===== src/io_cond_params.svh =====
`ifndef IO_COND_PARAMS_SVH
`define IO_COND_PARAMS_SVH

// register byte offsets
`define REG_DIN_FUNC     12'h000
`define REG_DIN_COMP     12'h004
`define REG_DIN_CTRL     12'h008
`define REG_DEAD_BASE    12'h010
`define REG_USR_CFG      12'h030
`define REG_DOUT_CFG     12'h034
`define REG_STATUS       12'h038
`define REG_DIN_STATUS   12'h03C
// field positions
`define CTRL_ONESHOT_LSB 8
`define USR_LSB_WIDTH    16
// reset values
`define DIN_FUNC_RST     32'h0000_0000
`define DEAD_RST         8'h00
// timing, clock at 50 MHz
`define CLK_HZ           50_000_000
`define ONESHOT_US       250
`define ONESHOT_CYC      ((`ONESHOT_US * (`CLK_HZ / 1_000_000)))
`define MS_CYC           (`CLK_HZ / 1000)
`define DEAD_MAX_MS      250

`endif


===== src/io_cond_pkg.sv =====
package io_cond_pkg;
    // apb request
    typedef struct packed {
        logic psel;
        logic penable;
        logic pwrite;
        logic [11:0] paddr;
        logic [31:0] pwdata;
    } apb_req_s;
    // apb answer
    typedef struct packed {
        logic pready;
        logic pslverr;
        logic [31:0] prdata;
    } apb_rsp_s;
    typedef enum logic {op_and, op_or} logic_op_e;
    // one combined output source setup
    typedef struct packed {
        logic [4:0] sel_a;
        logic inv_a;
        logic [4:0] sel_b;
        logic inv_b;
        logic_op_e op;
    } comb_cfg_s;
endpackage


===== src/din_filter.sv =====
`include "io_cond_params.svh"
// one direct input: invert, dead-time, one-shot
module din_filter #(
    parameter int MS_CYCLES = `MS_CYC,
    parameter int SHOT_CYCLES = `ONESHOT_CYC
) (
    // clock and reset
    input wire logic mclk_i,
    input wire logic reset_n_i,
    // synchronised line and setup
    input wire logic line_i,
    input wire logic invert_i,
    input wire logic [7:0] dead_ms_i,
    input wire logic oneshot_i,
    // conditioned result
    output logic on_o
);
    // counters are 16 bits wide; refuse counts they cannot reach
    if (MS_CYCLES < 1 || MS_CYCLES > 65536 ||
        SHOT_CYCLES < 1 || SHOT_CYCLES > 65535) begin : g_bad_count
        $error("din_filter counts out of range");
    end
    logic active;
    logic [15:0] tick;
    logic [7:0] ms;
    logic [15:0] shot;
    logic qual;
    logic qual_d;
    assign active = line_i ^ invert_i;
    // dead-time; ms stops at the setting
    always_ff @(posedge mclk_i) begin
        if (!reset_n_i || !active) begin
            tick <= 16'h0000;
            ms <= 8'h00;
        end else if (ms < dead_ms_i) begin
            if (tick == 16'(MS_CYCLES - 1)) begin
                tick <= 16'h0000;
                ms <= ms + 8'h01;
            end else begin
                tick <= tick + 16'h0001;
            end
        end
    end
    assign qual = active && (ms >= dead_ms_i);
    always_ff @(posedge mclk_i) begin
        if (!reset_n_i || !qual) begin
            shot <= 16'h0000;
        end else if (shot != 16'(SHOT_CYCLES)) begin
            shot <= shot + 16'h0001;
        end
    end
    always_ff @(posedge mclk_i) begin
        if (!reset_n_i) begin
            qual_d <= 1'b0;
        end else begin
            qual_d <= qual;
        end
    end
    always_ff @(posedge mclk_i) begin
        if (!reset_n_i) begin
            on_o <= 1'b0;
        end else if (oneshot_i) begin
            on_o <= qual && (shot < 16'(SHOT_CYCLES));
        end else begin
            on_o <= qual;
        end
    end
    // helper: cycles output has been high
    logic [15:0] hi_cnt;
    always_ff @(posedge mclk_i) begin
        if (!reset_n_i || !on_o) hi_cnt <= 16'h0000;
        else if (hi_cnt != 16'hFFFF) hi_cnt <= hi_cnt + 16'h0001;
    end
    property p_shot_width;
        @(posedge mclk_i) disable iff (!reset_n_i)
        oneshot_i |-> hi_cnt <= 16'(SHOT_CYCLES);
    endproperty
    a_shot_width: assert property (p_shot_width)
        else $error("one-shot pulse too long");
    property p_nodead_follow;
        @(posedge mclk_i) disable iff (!reset_n_i)
        (dead_ms_i == 8'h00 && !oneshot_i && active)[*2]
            |=> on_o;
    endproperty
    a_nodead_follow: assert property (p_nodead_follow)
        else $error("input not passed with zero dead-time");
    property p_off_follow;
        @(posedge mclk_i) disable iff (!reset_n_i)
        !active |=> !on_o;
    endproperty
    a_off_follow: assert property (p_off_follow)
        else $error("output on while line inactive");
    c_shot: cover property (@(posedge mclk_i) disable iff (!reset_n_i)
        oneshot_i && $fell(on_o) && qual);
endmodule // din_filter


===== src/io_signal_conditioning.sv =====
// The placing of the registers and register access over APB were left to the implementer.
`include "io_cond_params.svh"
//////////////////////////////////////////////////////////////////////////////
// Contract
// - two combined internal outputs run beside the direct lines.
// - each combined output picks sources A and B from internal outputs.
// - each source has its own invert applied before combining.
// - a per-output setting chooses AND or OR of the two sources.
// - normal homing-done plus composite zone flag by AND needs both on.
// - each of six inputs has an invert bit, reset 0.
// - each input has an ON dead-time of 0 to 250 ms, reset 0.
// - each input has a one-shot enable, reset 0.
// - each input has a composite function code, reset 0 meaning none.
// - one-shot drops the input 250 us after it turns on.
// - an input is on only after staying active past its dead-time.
// - an on input also drives its composite function signal.
// - a direct output turns on only when its combination holds.
module io_signal_conditioning #(
    parameter int NUM_DIN = 6,
    parameter int NUM_FUNC = 32,
    parameter int MS_CYCLES = `MS_CYC,
    parameter int SHOT_CYCLES = `ONESHOT_CYC
) (
    // clock and reset
    input wire logic mclk_i,
    input wire logic reset_n_i,
    // apb slave
    input wire io_cond_pkg::apb_req_s apb_i,
    output io_cond_pkg::apb_rsp_s apb_o,
    // direct input pins
    input wire logic [NUM_DIN-1:0] din_i,
    // internal output signals, one per function code
    input wire logic [NUM_FUNC-1:0] int_out_i,
    // conditioned input functions to the driver
    output logic [NUM_FUNC-1:0] in_func_o,
    // combined internal outputs and direct output
    output logic [1:0] combined_internal_output_o,
    output logic dout_o
);
    import io_cond_pkg::*;
    // register layout packs six lines and 5-bit codes into one word
    if (NUM_DIN < 1 || NUM_DIN > 6 || NUM_FUNC != 32) begin : g_bad_size
        $error("unsupported input count or function count");
    end
    //////////////////////////////////////////////////////////////////////////
    // settings
    logic [NUM_DIN-1:0][4:0] din_func;
    logic [NUM_DIN-1:0][4:0] din_comp;
    logic [NUM_DIN-1:0] din_inv;
    logic [NUM_DIN-1:0] din_shot;
    logic [NUM_DIN-1:0][7:0] dead_ms;
    comb_cfg_s [1:0] usr_cfg;
    comb_cfg_s dout_cfg;
    logic [NUM_DIN-1:0] s1, s2, din_on;
    logic acc_wr, acc;
    logic [31:0] rd;
    logic rd_err;
    logic [NUM_FUNC-1:0] next_func;

    // apb access phase; answer without wait states
    assign acc = apb_i.psel && apb_i.penable;
    assign acc_wr = acc && apb_i.pwrite;

    function automatic logic pick(input logic [31:0] v, input logic [4:0] s,
                                  input logic inv);
        // code 0 is no function and reads off before the invert
        pick = ((s != 5'h00) && v[s]) ^ inv;
    endfunction
    function automatic logic combine(input logic [31:0] v,
                                     input comb_cfg_s c);
        logic a, b;
        a = pick(v, c.sel_a, c.inv_a);
        b = pick(v, c.sel_b, c.inv_b);
        combine = (c.op == op_and) ? (a & b) : (a | b);
    endfunction
    function automatic logic [7:0] clamp_ms(input logic [7:0] v);
        // dead-time settings above the top are held at the top
        clamp_ms = (v > 8'(`DEAD_MAX_MS)) ? 8'(`DEAD_MAX_MS) : v;
    endfunction

    always_ff @(posedge mclk_i) begin
        if (!reset_n_i) begin
            din_func <= '0;
            din_comp <= '0;
            din_inv <= '0;
            din_shot <= '0;
            dead_ms <= '0;
            usr_cfg <= '0;
            dout_cfg <= '0;
        end else if (acc_wr) begin
            case (apb_i.paddr)
                `REG_DIN_FUNC: din_func <= apb_i.pwdata[5*NUM_DIN-1:0];
                `REG_DIN_COMP: din_comp <= apb_i.pwdata[5*NUM_DIN-1:0];
                `REG_DIN_CTRL: begin
                    din_inv <= apb_i.pwdata[NUM_DIN-1:0];
                    din_shot <= apb_i.pwdata[`CTRL_ONESHOT_LSB +: NUM_DIN];
                end
                `REG_USR_CFG: usr_cfg <= apb_i.pwdata[2*13-1:0];
                `REG_DOUT_CFG: dout_cfg <= apb_i.pwdata[12:0];
                default: begin
                    for (int i = 0; i < NUM_DIN; i++) begin
                        if (apb_i.paddr == `REG_DEAD_BASE + 12'(4*i))
                            dead_ms[i] <= clamp_ms(apb_i.pwdata[7:0]);
                    end
                end
            endcase
        end
    end

    // read mux
    always_comb begin
        rd = 32'h0000_0000;
        rd_err = 1'b0;
        case (apb_i.paddr)
            `REG_DIN_FUNC: rd[5*NUM_DIN-1:0] = din_func;
            `REG_DIN_COMP: rd[5*NUM_DIN-1:0] = din_comp;
            `REG_DIN_CTRL: begin
                rd[NUM_DIN-1:0] = din_inv;
                rd[`CTRL_ONESHOT_LSB +: NUM_DIN] = din_shot;
            end
            `REG_USR_CFG: rd[25:0] = usr_cfg;
            `REG_DOUT_CFG: rd[12:0] = dout_cfg;
            `REG_STATUS: rd[2:0] = {dout_o, combined_internal_output_o};
            `REG_DIN_STATUS: rd[NUM_DIN-1:0] = din_on;
            default: begin
                rd_err = 1'b1;
                for (int i = 0; i < NUM_DIN; i++) begin
                    if (apb_i.paddr == `REG_DEAD_BASE + 12'(4*i)) begin
                        rd[7:0] = dead_ms[i];
                        rd_err = 1'b0;
                    end
                end
            end
        endcase
    end

    // answer registered; pready rises the cycle after setup
    always_ff @(posedge mclk_i) begin
        if (!reset_n_i) begin
            apb_o <= '0;
        end else begin
            apb_o.pready <= apb_i.psel && !apb_i.penable;
            apb_o.pslverr <= apb_i.psel && !apb_i.penable && rd_err;
            apb_o.prdata <= rd;
        end
    end
    //////////////////////////////////////////////////////////////////////////
    // input path; pins pass two flops first
    always_ff @(posedge mclk_i) begin
        if (!reset_n_i) begin
            s1 <= '0;
            s2 <= '0;
        end else begin
            s1 <= din_i;
            s2 <= s1;
        end
    end

    for (genvar g = 0; g < NUM_DIN; g++) begin : g_din
        din_filter #(
            .MS_CYCLES(MS_CYCLES),
            .SHOT_CYCLES(SHOT_CYCLES)
        ) u_filt (
            .mclk_i(mclk_i),
            .reset_n_i(reset_n_i),
            .line_i(s2[g]),
            .invert_i(din_inv[g]),
            .dead_ms_i(dead_ms[g]),
            .oneshot_i(din_shot[g]),
            .on_o(din_on[g])
        );
    end

    // route to primary and composite functions
    always_comb begin
        next_func = '0;
        for (int i = 0; i < NUM_DIN; i++) begin
            if (din_on[i]) begin
                next_func[din_func[i]] = 1'b1;
                next_func[din_comp[i]] = 1'b1;
            end
        end
        // code 0 is no function
        next_func[0] = 1'b0;
    end
    always_ff @(posedge mclk_i) begin
        if (!reset_n_i) begin
            in_func_o <= '0;
        end else begin
            in_func_o <= next_func;
        end
    end
    //////////////////////////////////////////////////////////////////////////
    // two combined internal outputs
    always_ff @(posedge mclk_i) begin
        if (!reset_n_i) begin
            combined_internal_output_o <= 2'b00;
        end else begin
            for (int k = 0; k < 2; k++)
                combined_internal_output_o[k] <=
                    combine(int_out_i, usr_cfg[k]);
        end
    end
    // direct output normal and composite combination
    always_ff @(posedge mclk_i) begin
        if (!reset_n_i) dout_o <= 1'b0;
        else dout_o <= combine(int_out_i, dout_cfg);
    end
    //////////////////////////////////////////////////////////////////////////
    // checks
    property p_usr_and;
        @(posedge mclk_i) disable iff (!reset_n_i)
        (usr_cfg[0].op == op_and && $stable(usr_cfg[0]))
            |=> combined_internal_output_o[0] ==
                (pick($past(int_out_i), $past(usr_cfg[0].sel_a),
                      $past(usr_cfg[0].inv_a))
                & pick($past(int_out_i), $past(usr_cfg[0].sel_b),
                       $past(usr_cfg[0].inv_b)));
    endproperty
    a_usr_and: assert property (p_usr_and)
        else $error("combined output and mismatch");
    property p_usr_or;
        @(posedge mclk_i) disable iff (!reset_n_i)
        (usr_cfg[1].op == op_or && usr_cfg[1].sel_a != 5'h00 &&
         !usr_cfg[1].inv_a && int_out_i[usr_cfg[1].sel_a] &&
         $stable(usr_cfg[1])) |=> combined_internal_output_o[1];
    endproperty
    a_usr_or: assert property (p_usr_or)
        else $error("combined output or source ignored");
    property p_dout;
        @(posedge mclk_i) disable iff (!reset_n_i)
        dout_cfg.op == op_and && !dout_cfg.inv_a && !dout_cfg.inv_b &&
        $stable(dout_cfg) && !int_out_i[dout_cfg.sel_b]
            |=> !dout_o;
    endproperty
    a_dout: assert property (p_dout)
        else $error("direct output on with composite off");
    property p_route;
        @(posedge mclk_i) disable iff (!reset_n_i)
        din_on[0] && din_comp[0] != 5'h00 && $stable(din_comp[0])
            |=> in_func_o[$past(din_comp[0])];
    endproperty
    a_route: assert property (p_route)
        else $error("composite function not driven");
    property p_ready;
        @(posedge mclk_i) disable iff (!reset_n_i)
        apb_i.psel && !apb_i.penable |=> apb_o.pready;
    endproperty
    a_ready: assert property (p_ready)
        else $error("apb answer missing");
    c_usr0: cover property (@(posedge mclk_i) combined_internal_output_o[0]);
    c_dout: cover property (@(posedge mclk_i) dout_o);
    c_func: cover property (@(posedge mclk_i) |in_func_o);
endmodule // io_signal_conditioning


===== config.mk =====
export PLATFORM = sky130hd
export DESIGN_NAME = io_signal_conditioning
export DESIGN_NICKNAME = d
export VERILOG_FILES = /design/src/io_cond_pkg.sv /design/src/din_filter.sv /design/src/io_signal_conditioning.sv
export VERILOG_INCLUDE_DIRS = /design/src /design/src/src
export SDC_FILE = /design/constraint.sdc
export NUM_CORES = 1
export LEC_CHECK = 0
export BUFFER_PORTS_ARGS = -buffer_cell sky130_fd_sc_hd__buf_2
export CORE_MARGIN = 2
export CORE_UTILIZATION = 38
export CTS_CLUSTER_DIAMETER = 60
export CTS_CLUSTER_SIZE = 8
export DETAILED_ROUTE_END_ITERATION = 8
export SLEW_MARGIN = 5
export SYNTH_ARGS = -nofsm -noshare
export SYNTH_HDL_FRONTEND = slang
export SYNTH_SLANG_ARGS = --single-unit

===== constraint.sdc =====
create_clock -name mclk_i -period 4.35 [get_ports mclk_i]
set_input_delay 0.435 -clock mclk_i [delete_from_list [all_inputs] [get_ports mclk_i]]
set_output_delay 0.435 -clock mclk_i [all_outputs]
set_load 0.03 [all_outputs]

==> impl_metrics.json <==
{
  "yosys.area_share.simple_pct": 25.19,
  "fin_util_pct": 42.97,
  "slew_headroom_pct": 23.68,
  "grt_usage_pct": 21.62,
  "synthFlopType": "dfxtp_1",
  "clk_path_buf_depth": 3,
  "synthAdderAreaFrac_pct": 3.379,
  "grt_pass1_vias": 22000,
  "drtAntennaViolNets": 0,
  "timing.fmax_mhz": 348.9,
  "synth_xor_area_share_pct": 6.570,
  "area.growth.synth_to_final_pct": 12.46,
  "multi_input_area_mm2": 0.01580,
  "cts_setup_buffers": 0,
  "yosysMostFrequentCell": "dfxtp_1",
  "viasPerCell": 5.686,
  "critical_path.startpoint_type": "register",
  "synth_area_mm2": 0.02666,
  "finalWirelength_mm": 79.77,
  "tightest_slew_ns": 1.143,
  "rsz0062_at_grt": "false",
  "num_rows": 97,
  "cts_root_buffer": "clkbuf_16",
  "synth_top_family_by_area": "simple AND/OR/NAND/NOR gates",
  "clock_sinks": 483,
  "cp.required_ns": 4.87,
  "clk_pin_slew_ns": 0.05,
  "yosysWarnings": 0,
  "grt_max_degree": 119,
  "synth_edf_count": 0,
  "post-route-min-period_ns": 2.866,
  "synth_top_area_share_pct": 36.27,
  "finalHoldViolCount": 0,
  "antenna_found_initial": 16,
  "synth-seq-area-share_pct": 36.27,
  "grt_pass1_wl_mm": 124.2,
  "grt_overflow": 0,
  "critPathKind": "register to register",
  "finalSetupViolCount": 0,
  "p_per_area_mw_per_mm2": 327.7,
  "yosys-mux-area-fraction_pct": 8.537,
  "reg2reg_slack_ns": 1.48,
  "cts-buffers-inserted": 73,
  "status": "finished, final reports clean",
  "cp_max_fo": 19,
  "fin_tns_setup_ns": 0,
  "drv_slew": 0,
  "nNetsFinal": 3398,
  "dp_hpwl_mm": 57.69,
  "yosys.cell_types.count": 74,
  "seq_area_mm2": 0.009669,
  "holdBufCountCts": 0,
  "port_buffers": 149,
  "worstPathArrival_ns": 3.38,
  "synthTopCellsByArea": "dfxtp_1 (36%), nor2_1 (5.3%), nand2_1 (5.2%), o22ai_1 (4.6%), mux4_2 (4.3%)",
  "critPathCaptureType": "register",
  "p_leak_nw": 9.532,
  "num-fill-cells": 6886,
  "drive_gt1_share_pct": 12.41,
  "async_reset_ff_share_pct": 0,
  "die_area_mm2": 0.07229,
  "netlist_instances": 3201,
  "tritoncts": "done",
  "ioPinCount": 156,
  "finalClockSkew_ns": 0.02501,
  "initial_core_util_pct": 38.20,
  "min_period_over_period_pct": 65.88,
  "drtPass1Iterations": 6,
  "die_y_um": 268.9,
  "htreeDepth": 3,
  "synth-compound-area-share_pct": 15.50,
  "syn-mean-instance-area_um2": 8.329,
  "cts_resized": 0,
  "hp-class": "input pin to register",
  "drc": 0,
  "wl_per_cell_um": 19.01,
  "via_count": 23850,
  "yosysTopAreaCell": "dfxtp_1",
  "globalplace.congestion": 0.9691,
  "antenna_cells": 0,
  "netlist_top_cells_count": "dfxtp_1 (483), nor2_1 (375), nand2_1 (371), o22ai_1 (194)",
  "core_region_area_mm2": 0.06979,
  "clk_latency_ns": 0.61,
  "irDropWorstVdd_v": 0.0002500,
  "maxCapViolations": 0,
  "die_w_um": 268.9,
  "drt_iter0_drc": 2452,
  "synth_seq_cells": 483
}
-- power by group --
group | internal [mW] | leakage, nW | switching (mW)
Sequential | 4.44 | 3.89 | 0.00917
Clock | 3.12 | 0.992 | 1.97
Combinational | 0.0883 | 4.65 | 0.197
Total | 7.65 | 9.53 | 2.18
-- cells in the final DEF, fill, tap and decap left out, types with 18 or more instances in the layout --
cell type	synthesis	layout
a21oi_1	170	170
a22oi_1	116	116
a31oi_1	42	42
and2_1	37	37
and3_1	40	40
buf_2	39	149
buf_4	5	32
clkbuf_16	0	74
dfxtp_1	483	483
ha_1	72	72
inv_1	84	84
mux2i_1	107	107
mux4_2	51	51
nand2_1	371	371
nand2b_1	33	33
nand3_1	120	120
nand3b_1	52	52
nand4_1	89	89
nor2_1	375	375
nor2b_1	18	18
nor3_1	37	35
o21ai_0	31	31
o22ai_1	194	194
or3_1	29	29
xnor2_1	82	82
xor2_1	118	118
-- logic make-up (layout without fill, tap and decap cells) --
logic type               after synthesis  in the layout
buffers and inverters                305            357
AND/OR/NAND/NOR                     1331           1331
multiplexers                         163            163
XOR/XNOR                             200            200
flip-flops                           483            483
other                                  1              3
adder cells (fa/ha/maj)               72             72
AO/OA/AOI/OAI                        646            646
-- metal layers --
| metal | part of all wire (%) | vias up | global-route usage, % |
|---|---|---|---|
| met5 | 0.19 | - | 0 |
| met1 | 44 | 11210 | 29.11 |
| li1 | - | 11560 | - |
| met4 | 3.5 | 24 | 8.108 |
| met3 | 7.7 | 199 | 4.712 |
| met2 | 44 | 868 | 33.85 |
-- through the flow --
stage | setup slack, ns | instance area, um2 | cells | hold WS [ns] | power [mW]
2_1_floorplan | 2.099 | 26670 | 3203 | 0.4119 | 4.688
4_1_cts | 1.465 | 29980 | 4195 | 0.005325 | 9.957
5_1_grt | 1.238 | 29980 | 4195 | 0.01381 | 10.15
3_5_place_dp | 1.418 | 27960 | 4104 | 0.4183 | 4.820
6_report | 1.484 | 29980 | 4195 | 0.03713 | 9.827
3_3_place_gp | 1.386 | 27960 | 4104 | 0.4141 | 4.820
-- cell type report --
cell class | instances | share of cell area, %
Clock inverter | 11 | 0.4382
Clock buffer | 80 | 6.318
Tap cell | 940 | 3.923
Sequential cell | 483 | 32.25
Multi-Input combinational cell | 2415 | 52.70
Inverter | 85 | 1.081
Timing Repair Buffer | 181 | 3.288
-- path summary, 6_finish.rpt --
path                                  start                       to  cells after the start
worst min register to register        s1[1]                    s2[1]                      1
worst max register to register  dead_ms[17]  g_din[2].u_filt.tick[9]                      9
worst min-delay path               din_i[2]                    s1[2]                      2
worst max-delay path            dead_ms[17]  g_din[2].u_filt.tick[9]                      9
-- registers in the layout (all words and copies together) (netlist names), 6 cells and up --
register and cells:
din_inv 6, apb_o 32, din_comp 30, s2 6
g_din.u_filt.on_o 6, usr_cfg 26, dead_ms 48, dout_cfg 13
din_shot 6, din_func 30, g_din.u_filt.ms 48, s1 6
g_din.u_filt.shot 96, in_func_o 31, g_din.u_filt.tick 96
-- worst max-delay path: stages, from the launching register on --
cell,delay (ns)
dfxtp_1,0.36
inv_1,0.07
ha_1,0.30
nor2b_1,0.13
o21a_1,0.16
o21a_1,0.18
o21bai_2,0.56
nand3_1,0.42
or3_1,0.45
a21oi_1,0.14
Note: power is estimated with default switching activity, not from simulation.
